--- config.mk ---
export PLATFORM = sky130hd
export DESIGN_NAME = pfsel_top
export DESIGN_NICKNAME = d
export VERILOG_FILES = /design/src/logic/pfsel_pkg.sv /design/src/logic/pfsel_reg8.sv /design/src/logic/pfsel_top.sv
export SDC_FILE = /design/constraint.sdc
export NUM_CORES = 1
export LEC_CHECK = 0
export BUFFER_PORTS_ARGS = -buffer_cell sky130_fd_sc_hd__clkbuf_2
export CAP_MARGIN = 20
export CELL_PAD_IN_SITES_DETAIL_PLACEMENT = 0
export CELL_PAD_IN_SITES_GLOBAL_PLACEMENT = 1
export CORE_MARGIN = 1
export CORE_UTILIZATION = 38
export DETAILED_ROUTE_END_ITERATION = 6
export PLACE_DENSITY_LB_ADDON = 0.1
export SLEW_MARGIN = 25
export SYNTH_ARGS = -nofsm -noshare
export SYNTH_HDL_FRONTEND = slang
export SYNTH_SLANG_ARGS = --single-unit
--- constraint.sdc ---
create_clock -name CLK_I -period 5.4 [get_ports CLK_I]
set_input_delay 0.54 -clock CLK_I [delete_from_list [all_inputs] [get_ports CLK_I]]
set_output_delay 0.54 -clock CLK_I [all_outputs]
set_load 0.01 [all_outputs]
--- src/logic/pfsel_pkg.sv ---
// Package for the port F output and function select block.
// Assumes a classic Wishbone slave with 32-bit data and byte offsets.
`default_nettype none
package pfsel_pkg;
    // Register byte offsets
    localparam logic [5:0] OFS_OUT_EN = 6'h04;
    localparam logic [5:0] OFS_FSEL_A = 6'h08;
    localparam logic [5:0] OFS_FSEL_B = 6'h0c;
    localparam logic [5:0] OFS_FSEL_C = 6'h10;
    localparam logic [5:0] OFS_OD_SEL = 6'h28;
    // Writable bit masks per register
    localparam logic [7:0] MASK_OUT_EN = 8'hff;
    localparam logic [7:0] MASK_FSEL_A = 8'hfe;
    localparam logic [7:0] MASK_FSEL_B = 8'h30;
    localparam logic [7:0] MASK_FSEL_C = 8'h31;
    localparam logic [7:0] MASK_OD_SEL = 8'hff;
    // Reset value of every register
    localparam logic [7:0] RST_VAL = 8'h00;
    // Field positions
    localparam int BIT_LATCH_STROBE = 7;
    localparam int BIT_CS_ZERO = 6;
    localparam int BIT_CS_ONE = 5;
    localparam int BIT_UPPER_BE = 4;
    localparam int BIT_LOWER_BE = 3;
    localparam int BIT_READ_STROBE = 1;
    localparam int BIT_IRQ_SEVEN = 5;
    localparam int BIT_IRQ_SIX = 4;
    localparam int BIT_T5_CAP_B = 5;
    localparam int BIT_T5_CAP_A = 4;
    localparam int BIT_T6_OUT = 0;
    // Bus answer state
    typedef enum logic [0:0] {
        PFSEL_IDLE = 1'b0,
        PFSEL_ACK = 1'b1
    } pfsel_bus_t;
endpackage
`default_nettype wire

--- src/logic/pfsel_reg8.sv ---
// One 8-bit configuration register with byte-lane write and a bit mask.
// Assumes the write strobe is a single-cycle pulse on CLK_I.
`timescale 1ns/100ps
`default_nettype none
module pfsel_reg8 #(
    parameter logic [7:0] MASK = 8'hff
) (
    input wire logic clk_i,
    input wire logic rst_i,
    input wire logic wr_i,
    input wire logic [7:0] data_i,
    output logic [7:0] q_o
);
    logic [7:0] next_q; // Next register value

    // Unmasked bits never store, so they read zero
    always_comb begin
        next_q = q_o;
        if (wr_i) begin
            next_q = data_i & MASK;
        end
    end

    // Register stage, cleared by reset
    always_ff @(posedge clk_i) begin
        if (rst_i) begin
            q_o <= pfsel_pkg::RST_VAL;
        end else begin
            q_o <= next_q;
        end
    end
endmodule // pfsel_reg8
`default_nettype wire

--- src/logic/pfsel_top.sv ---
// Port F pin configuration: output enable, three function selects,
// open-drain select, and the per-pin routing they imply.
// Assumes a classic Wishbone master on CLK_I and synchronous RST_I.
// Register map, byte offsets on the 6-bit address:
//   0x04 pin output enable, all eight bits writable
//   0x08 function select A, bit 0 has no storage
//   0x0c function select B, only bits 5 and 4 stored
//   0x10 function select C, bits 5, 4 and 0 stored
//   0x28 open-drain select, all eight bits writable
// Every other offset answers with zero and drops writes.
// Reserved offsets are harmless to touch here; they simply read zero.
// Only byte lane 0 carries storage; lanes 1 to 3 are ignored.
//
// Select A claims pins for the external bus strobes, select B for
// two external interrupt inputs, select C for timer capture inputs
// and one timer output. A pin with no select bit set stays plain.
//
// Pin views lag the registers by one clock, since every output
// leaves through its own flip-flop. Software that writes a select
// and then samples a pin must allow for that one cycle.
`timescale 1ns/100ps
`default_nettype none
module pfsel_top (
    input wire logic CLK_I,
    input wire logic RST_I,
    input wire logic CYC_I,
    input wire logic STB_I,
    input wire logic WE_I,
    input wire logic [5:0] ADR_I,
    input wire logic [3:0] SEL_I,
    input wire logic [31:0] DAT_I,
    output logic [31:0] DAT_O,
    output logic ACK_O,
    output logic [7:0] OUTPUT_ENABLE_BITS_O,
    output logic [7:0] OPEN_DRAIN_BITS_O,
    output logic [7:0] GPIO_MODE_O,
    output logic LATCH_STROBE_SELECT_O,
    output logic CHIP_SELECT_ZERO_O,
    output logic CHIP_SELECT_ONE_O,
    output logic UPPER_BYTE_ENABLE_O,
    output logic LOWER_BYTE_ENABLE_O,
    output logic READ_STROBE_SELECT_O,
    output logic EXTERNAL_IRQ_SEVEN_O,
    output logic EXTERNAL_IRQ_SIX_O,
    output logic TIMER5_CAPTURE_INPUT_B_O,
    output logic TIMER5_CAPTURE_INPUT_A_O,
    output logic TIMER6_OUTPUT_O
);
    // Bus side state: answer phase and the word it returns
    pfsel_pkg::pfsel_bus_t state; // Bus answer state
    pfsel_pkg::pfsel_bus_t next_state;
    logic [31:0] rdata; // Registered read data
    logic [31:0] next_rdata;
    logic [7:0] out_en; // pin_output_enable
    logic [7:0] fsel_a; // alt_function_select_a
    logic [7:0] fsel_b; // alt_function_select_b
    logic [7:0] fsel_c; // alt_function_select_c
    logic [7:0] od_sel; // open_drain_select
    logic req; // New request seen in idle
    logic wr_lane0; // Write touching the low byte
    // Output stage: every pin view leaves through a flip-flop
    logic [7:0] pin_oe; // Registered pin views
    logic [7:0] pin_od;
    logic [7:0] pin_gpio;
    logic [10:0] alt; // Registered alternate selects
    logic [7:0] next_pin_gpio;
    logic [10:0] next_alt;

    // Decode helper: a write to the low byte of one register
    // Full six-bit compare, so no register shows an alias at the
    // reserved offsets that lie between them.
    function automatic logic hit(input logic [5:0] a, input logic [5:0] o);
        hit = (a == o);
    endfunction

    // A request counts only while idle, so the ack cycle never
    // takes again the request that the master is still holding
    assign req = CYC_I && STB_I && (state == pfsel_pkg::PFSEL_IDLE);
    // Only bits 7:0 are implemented, so only lane 0 can write
    assign wr_lane0 = req && WE_I && SEL_I[0];

    // Register instances, one per configuration word. Each keeps only
    // its masked bits, so the zero read-back of unused bits comes for
    // free and needs no separate read mask in the answer path.
    // Output enable: one bit per pin driver
    pfsel_reg8 #(.MASK(pfsel_pkg::MASK_OUT_EN)) u_out_en (
        .clk_i(CLK_I), .rst_i(RST_I),
        .wr_i(wr_lane0 && hit(ADR_I, pfsel_pkg::OFS_OUT_EN)),
        .data_i(DAT_I[7:0]), .q_o(out_en));
    // Select A: external bus strobes and chip selects
    pfsel_reg8 #(.MASK(pfsel_pkg::MASK_FSEL_A)) u_fsel_a (
        .clk_i(CLK_I), .rst_i(RST_I),
        .wr_i(wr_lane0 && hit(ADR_I, pfsel_pkg::OFS_FSEL_A)),
        .data_i(DAT_I[7:0]), .q_o(fsel_a));
    // Select B: external interrupt inputs
    pfsel_reg8 #(.MASK(pfsel_pkg::MASK_FSEL_B)) u_fsel_b (
        .clk_i(CLK_I), .rst_i(RST_I),
        .wr_i(wr_lane0 && hit(ADR_I, pfsel_pkg::OFS_FSEL_B)),
        .data_i(DAT_I[7:0]), .q_o(fsel_b));
    // Select C: timer capture inputs and timer output
    pfsel_reg8 #(.MASK(pfsel_pkg::MASK_FSEL_C)) u_fsel_c (
        .clk_i(CLK_I), .rst_i(RST_I),
        .wr_i(wr_lane0 && hit(ADR_I, pfsel_pkg::OFS_FSEL_C)),
        .data_i(DAT_I[7:0]), .q_o(fsel_c));
    // Open-drain select: one means open-drain for that pin
    pfsel_reg8 #(.MASK(pfsel_pkg::MASK_OD_SEL)) u_od_sel (
        .clk_i(CLK_I), .rst_i(RST_I),
        .wr_i(wr_lane0 && hit(ADR_I, pfsel_pkg::OFS_OD_SEL)),
        .data_i(DAT_I[7:0]), .q_o(od_sel));

    // Bus answer: one wait state, ack for exactly one cycle.
    // A request is taken on the edge where cycle and strobe are high
    // and the slave is idle; the write lands on that same edge. Ack
    // then stands for one cycle; read data holds until the next take. The ack state blocks a
    // second take while the master still holds its request, so a
    // master that keeps strobe up into the ack cycle is served once.
    always_comb begin
        next_state = pfsel_pkg::PFSEL_IDLE;
        next_rdata = rdata;
        case (state)
            pfsel_pkg::PFSEL_IDLE: begin
                if (req) begin
                    next_state = pfsel_pkg::PFSEL_ACK;
                    next_rdata = 32'h0000_0000; // Unmapped reads zero
                    case (ADR_I)
                        pfsel_pkg::OFS_OUT_EN: next_rdata[7:0] = out_en;
                        pfsel_pkg::OFS_FSEL_A: next_rdata[7:0] = fsel_a;
                        pfsel_pkg::OFS_FSEL_B: next_rdata[7:0] = fsel_b;
                        pfsel_pkg::OFS_FSEL_C: next_rdata[7:0] = fsel_c;
                        pfsel_pkg::OFS_OD_SEL: next_rdata[7:0] = od_sel;
                        default: next_rdata = 32'h0000_0000;
                    endcase
                end
            end
            pfsel_pkg::PFSEL_ACK: begin
                next_state = pfsel_pkg::PFSEL_IDLE; // Drop ack next cycle
            end
            default: next_state = pfsel_pkg::PFSEL_IDLE;
        endcase
    end

    // Answer state and read word registers; reset leaves the bus
    // quiet with ack low and the read word at zero, so a master
    // that polls during reset never sees a stale answer
    always_ff @(posedge CLK_I) begin
        if (RST_I) begin
            state <= pfsel_pkg::PFSEL_IDLE;
            rdata <= 32'h0000_0000;
        end else begin
            state <= next_state;
            rdata <= next_rdata;
        end
    end

    // Pin routing; no priority needed since software keeps one bit set
    // A pin is plain only while none of the three selects claims it.
    // Several selects on one pin are passed through as they stand:
    // the owning peripherals see them all, and sorting that out is
    // left to software, which must keep to one function per pin.
    always_comb begin
        next_pin_gpio = ~(fsel_a | fsel_b | fsel_c);
        next_alt = {fsel_a[pfsel_pkg::BIT_LATCH_STROBE],
                    fsel_a[pfsel_pkg::BIT_CS_ZERO],
                    fsel_a[pfsel_pkg::BIT_CS_ONE],
                    fsel_a[pfsel_pkg::BIT_UPPER_BE],
                    fsel_a[pfsel_pkg::BIT_LOWER_BE],
                    fsel_a[pfsel_pkg::BIT_READ_STROBE],
                    fsel_b[pfsel_pkg::BIT_IRQ_SEVEN],
                    fsel_b[pfsel_pkg::BIT_IRQ_SIX],
                    fsel_c[pfsel_pkg::BIT_T5_CAP_B],
                    fsel_c[pfsel_pkg::BIT_T5_CAP_A],
                    fsel_c[pfsel_pkg::BIT_T6_OUT]};
    end

    // Output stage; reset gives plain pins with drivers off
    // Pin 0 comes out of reset as a plain pin with its driver off as
    // well; its pull-up belongs to a register outside this block.
    always_ff @(posedge CLK_I) begin
        if (RST_I) begin
            pin_oe <= pfsel_pkg::RST_VAL;
            pin_od <= pfsel_pkg::RST_VAL;
            pin_gpio <= ~pfsel_pkg::RST_VAL;
            alt <= 11'h000;
        end else begin
            pin_oe <= out_en;
            pin_od <= od_sel;
            pin_gpio <= next_pin_gpio;
            alt <= next_alt;
        end
    end

    // Bus side outputs
    assign DAT_O = rdata;
    assign ACK_O = (state == pfsel_pkg::PFSEL_ACK);
    // Pin driver views, one bit per pin
    assign OUTPUT_ENABLE_BITS_O = pin_oe;
    assign OPEN_DRAIN_BITS_O = pin_od;
    assign GPIO_MODE_O = pin_gpio;
    // External bus strobes from select A
    assign LATCH_STROBE_SELECT_O = alt[10];
    assign CHIP_SELECT_ZERO_O = alt[9];
    assign CHIP_SELECT_ONE_O = alt[8];
    assign UPPER_BYTE_ENABLE_O = alt[7];
    assign LOWER_BYTE_ENABLE_O = alt[6];
    assign READ_STROBE_SELECT_O = alt[5];
    // Interrupt inputs from select B
    assign EXTERNAL_IRQ_SEVEN_O = alt[4];
    assign EXTERNAL_IRQ_SIX_O = alt[3];
    // Timer lines from select C
    assign TIMER5_CAPTURE_INPUT_B_O = alt[2];
    assign TIMER5_CAPTURE_INPUT_A_O = alt[1];
    assign TIMER6_OUTPUT_O = alt[0];
endmodule // pfsel_top
`default_nettype wire

### Word level (Yosys, flattened, before mapping)

Cells that the tools add are included.

* flip-flop bits (word level): 72
* input bits: 47
* output and inout bits: 68
* word-level logic and storage cells: 33

* equality and inequality tests: 5
* multiplexer cells: 3
* bitwise logic cells: 4
* reductions and logical operators: 10

Operators by type and width (count)
* $pmux W8 S5: 1
* $or A8 B6 Y8: 2
* $eq A6 B4 Y1 const B: 2
* $logic_and A1 B1 Y1: 9
* $not A8 Y8: 1
* $eq A6 B3 Y1 const B: 1
* $eq A6 B5 Y1 const B: 1
* $eq A6 B6 Y1 const B: 1
* $pmux W1 S2: 1
* $reduce_and A2 Y1: 1
* $mux W1: 1
* $not A1 Y1: 1

### Depth between registers and ports, before layout

* word-level depth: 5
* gate-level depth with buffers: 6
* depth with buffers taken out: 4

### Hierarchy

Synthesis repeated with hierarchy kept, for this count alone.

* cells, all modules: 281
* area total of the unflattened synthesis: 2891.5 sq um

Modules (own cells, without submodules)
* pfsel_top: instances 1, cells each 177, area each 1803.0 sq um, seq. area each 880.8 sq um
* pfsel_reg8 (u_od_sel ...): instances 2, cells each 26, area each 285.3 sq um, seq. area each 160.2 sq um
* pfsel_reg8 (u_fsel_a): instances 1, cells each 24, area each 259.0 sq um, seq. area each 140.1 sq um
* pfsel_reg8 (u_fsel_c): instances 1, cells each 15, area each 142.6 sq um, seq. area each 60.1 sq um
* pfsel_reg8 (u_fsel_b): instances 1, cells each 13, area each 116.4 sq um, seq. area each 40.0 sq um

### Least setup slack after synthesis

No wires, ideal clock.

* path type: in2reg
* start: in ADR_I[3]
* end: reg u_out_en.q_o[0]
* library setup time: 128 ps
* data arrival time: 2100 ps
* required time: 5272 ps
* path slack: 3173 ps
* stages: 6
* path buffers: 2
* cell sequence: buf_6 or4_4 buf_6 nor4_4 mux2i_1 nor2_1

* longest elaborated chain between the ends: 2

Ends and longest elaborated chain
* from (decl): line pfsel_top.sv:29 `input wire logic [5:0] ADR_I,`
* $eq A6 B3 Y1: line pfsel_top.sv:73 `hit = (a == o);`
* $logic_and A1 B1 Y1: line pfsel_top.sv:88 `.wr_i(wr_lane0 && hit(ADR_I, pfsel_pkg::OFS_OUT_EN)),`
* to (signal assigned): line pfsel_reg8.sv:27 `q_o <= pfsel_pkg::RST_VAL;`
* to (signal assigned): line pfsel_reg8.sv:29 `q_o <= next_q;`
* to (decl): line pfsel_reg8.sv:12 `output logic [7:0] q_o`

No other way between the ends.
A chain may end at the register's enable or synchronous reset.

### Worst setup path in the final report

* start: in ADR_I[5]
* end: reg u_out_en.q_o[5]

The elaborated chain is that of the path after synthesis.

==> results.cfg <==
[synth]
yosysWarningCount = 0
ys_top_cells_by_count = dfxtp_1 (72), mux2i_1 (34), buf_4 (24)
synth.avg_cell_area_um2 = 10.47
async_reset_ff_frac = 0
synth_top_area_frac = 0.5275
synth_seq_area_share = 0.5275
synth_most_common_cell = dfxtp_1
ys_types = 34
ys_seq_elements = 72
synth_top_flop_cell = dfxtp_1
synth.area.top_cells = dfxtp_1 (53%), mux2i_1 (12%), buf_4 (6.6%), nor2b_1 (3.9%), nand2_1 (3.2%)
synth_top_area_cell = dfxtp_1
synth-edff-count = 0
synthCells = 261
synth.cell_area_um2 = 2733

[flow_run]
max_cap_violations = 0

[layout]
fillCellCount = 702
multi_input_area_um2 = 1090
fin_area_um2 = 3276
instances_no_fill = 426
layout-drive-gt1-share = 0.2667
diodes = 0
design.final.nets = 372
syn2layout_area_growth_pct = 19.87
register_area_um2 = 1441

[clock_network]
cts_inserted_buffers = 9
clkTransAtPathRegs_ns = 0.07
clockRootBuffer = clkbuf_8
cts_setup_buffers = 0
cts_sinks = 72
cts_hold_buf = 0
h-tree-depth = 3
clock_latency_ns = 0.35
clk_path_buf_depth = 2
cts-resized-gates = 0
cts_tree = built

[min_path]
min_path_cells = 1
min_from = u_fsel_a.q_o[2]
min_to = GPIO_MODE_O[2]
hold_class = reg2reg

[detailed_routing]
wl_per_cell_um = 12.90
wirelength_mm = 5.497
vias = 1903
drt_iter0_markers = 68
drc = 0
avgViaCountPerCell = 4.467
dr.pass1.iters = 4
ant_nets = 0

[floorplanning]
dieHeight_um = 86.80
initial_utilization = 0.3978
die_area_um2 = 7534
io_pins = 115
core_um2 = 6869
die_w_um = 86.80
row_count = 30

[worst_setup_path]
startpoint_type = input pin
cp_cell_sequence = clkbuf_2 -> or4_4 -> nor4_4 -> mux2i_1 -> nor2_1
critical_path_class = in2reg
rr_worst_depth = 4
reg2reg_to = u_out_en.q_o[5]
crit_buf_inv = 1
required_ns = 5.61
reg2reg_from = ACK_O
cp_data_arrival_time_ns = 2.54
end_kind = flip-flop
max_stage_delay_ns = 0.73
cp_top_family = simple AND/OR/NAND/NOR gates
crit_slowest_cell = nor4_4
r2r_slack_ns = 3.34
cp_max_fo = 14

[place]
routabilityCongestion = 0.7417
place_hpwl_mm = 3.731
placed_cells = 410
io_buffers = 63
place_area_um2 = 3024

[global_routing]
grtUsageTotal = 0.1591
gr-total-overflow = 0
grt_start_max_net_pins = 34
grt_pass1_wl_mm = 8.673
grt_pass1_vias = 1751
antenna_found_initial = 0

[sta]
setup_viol = 0
fmax_mhz = 429.4
period_share = 0.4312
holdWs_ns = 0.4166
skew_ns = 0.008838
drv_slew = 0
period_needed_ns = 2.329
relSlewSlack = 0.4335
hold_viol = 0
rsz0062_at_grt = no
setup_tns_ns = 0
worst_pin_slew_ns = 0.8434

[power_and_ir_drop]
power_mw = 1.101
p_per_area_nw_per_um2 = 336.0
leakage_nw = 1.521
peakVddDrop_mv = 0.1632

[outcome]
status = finished clean
-- state kept, by name, summed over array words and instances (netlist names), 2 cells and up --
signal and cells:
OPEN_DRAIN_BITS_O 8, OUTPUT_ENABLE_BITS_O 8, u_fsel_c.q_o 3, u_fsel_b.q_o 2, u_od_sel.q_o 8, GPIO_MODE_O 8
DAT_O 8, alt 11, u_out_en.q_o 8, u_fsel_a.q_o 7
-- cells in the final DEF, fill, tap and decap left out, types with 4 or more instances in the layout --
| master | n |
|---|---|
| dfxtp_1 | 72 |
| a22o_1 | 5 |
| conb_1 | 24 |
| inv_1 | 17 |
| mux2i_1 | 34 |
| nor2b_1 | 17 |
| nor2_1 | 20 |
| nand2_1 | 23 |
| o2bb2ai_1 | 5 |
| clkbuf_2 | 63 |
| clkbuf_8 | 10 |
| nor3_1 | 4 |
-- how the worst max path moves through the flow --
stage	startpoint	to	slack [ns]	depth (start not counted)
5_1_grt	ADR_I[5]	u_out_en.q_o[2]	2.96	5
3_5_place_dp	ADR_I[5]	u_out_en.q_o[6]	2.68	5
4_1_cts	ADR_I[5]	u_out_en.q_o[5]	3.04	5
6_report	ADR_I[5]	u_out_en.q_o[5]	3.07	5
2_1_floorplan	ADR_I[3]	u_out_en.q_o[0]	3.17	6
3_3_place_gp	ADR_I[5]	u_out_en.q_o[4]	2.66	5
-- kinds of logic (layout without fill, tap and decap cells) --
kind of cell,after synthesis,in the layout,share of synthesized area
and+or+nand+nor,82,82,0.1690
muxes,37,37,0.1369
other,1,24,0.001372
buffers and inverters,50,96,0.1076
AOI/OAI and AO/OA,19,19,0.05769
DFF,72,72,0.5275
-- area by class of cell --
type	instances	area share
clock buffer	11	0.04316
inverter	17	0.01948
sequential	72	0.4400
clock inverter	5	0.03170
timing repair buffer	63	0.09626
tap	96	0.03667
multi-input combinational	162	0.3327
-- stage by stage --
step | utilization | worst slack [ns]
6_report | 0.4769 | 3.071
3_5_place_dp | 0.4403 | 2.676
5_1_grt | 0.4769 | 2.959
2_1_floorplan | - | 3.173
3_3_place_gp | 0.4403 | 2.663
4_1_cts | 0.4760 | 3.036
-- power by group --
| group | leakage [nW] | switching, mW | internal [mW] | total [mW] |
|---|---|---|---|---|
| clock network | 0.124 | 0.202 | 0.320 | 0.522 |
| logic | 0.817 | 0.0334 | 0.0127 | 0.0461 |
| registers | 0.580 | 0.000673 | 0.532 | 0.533 |
-- per-layer routing --
layer / global-route usage / routed length (um) / up-vias
met5: 0 / 0 / -
met4: 0.08182 / 109 / 0
met3: 0.05238 / 311 / 10
met2: 0.2312 / 2356 / 59
met1: 0.2096 / 2720 / 877
li1: - / - / 957
Note: power is estimated with default switching activity, not from simulation.
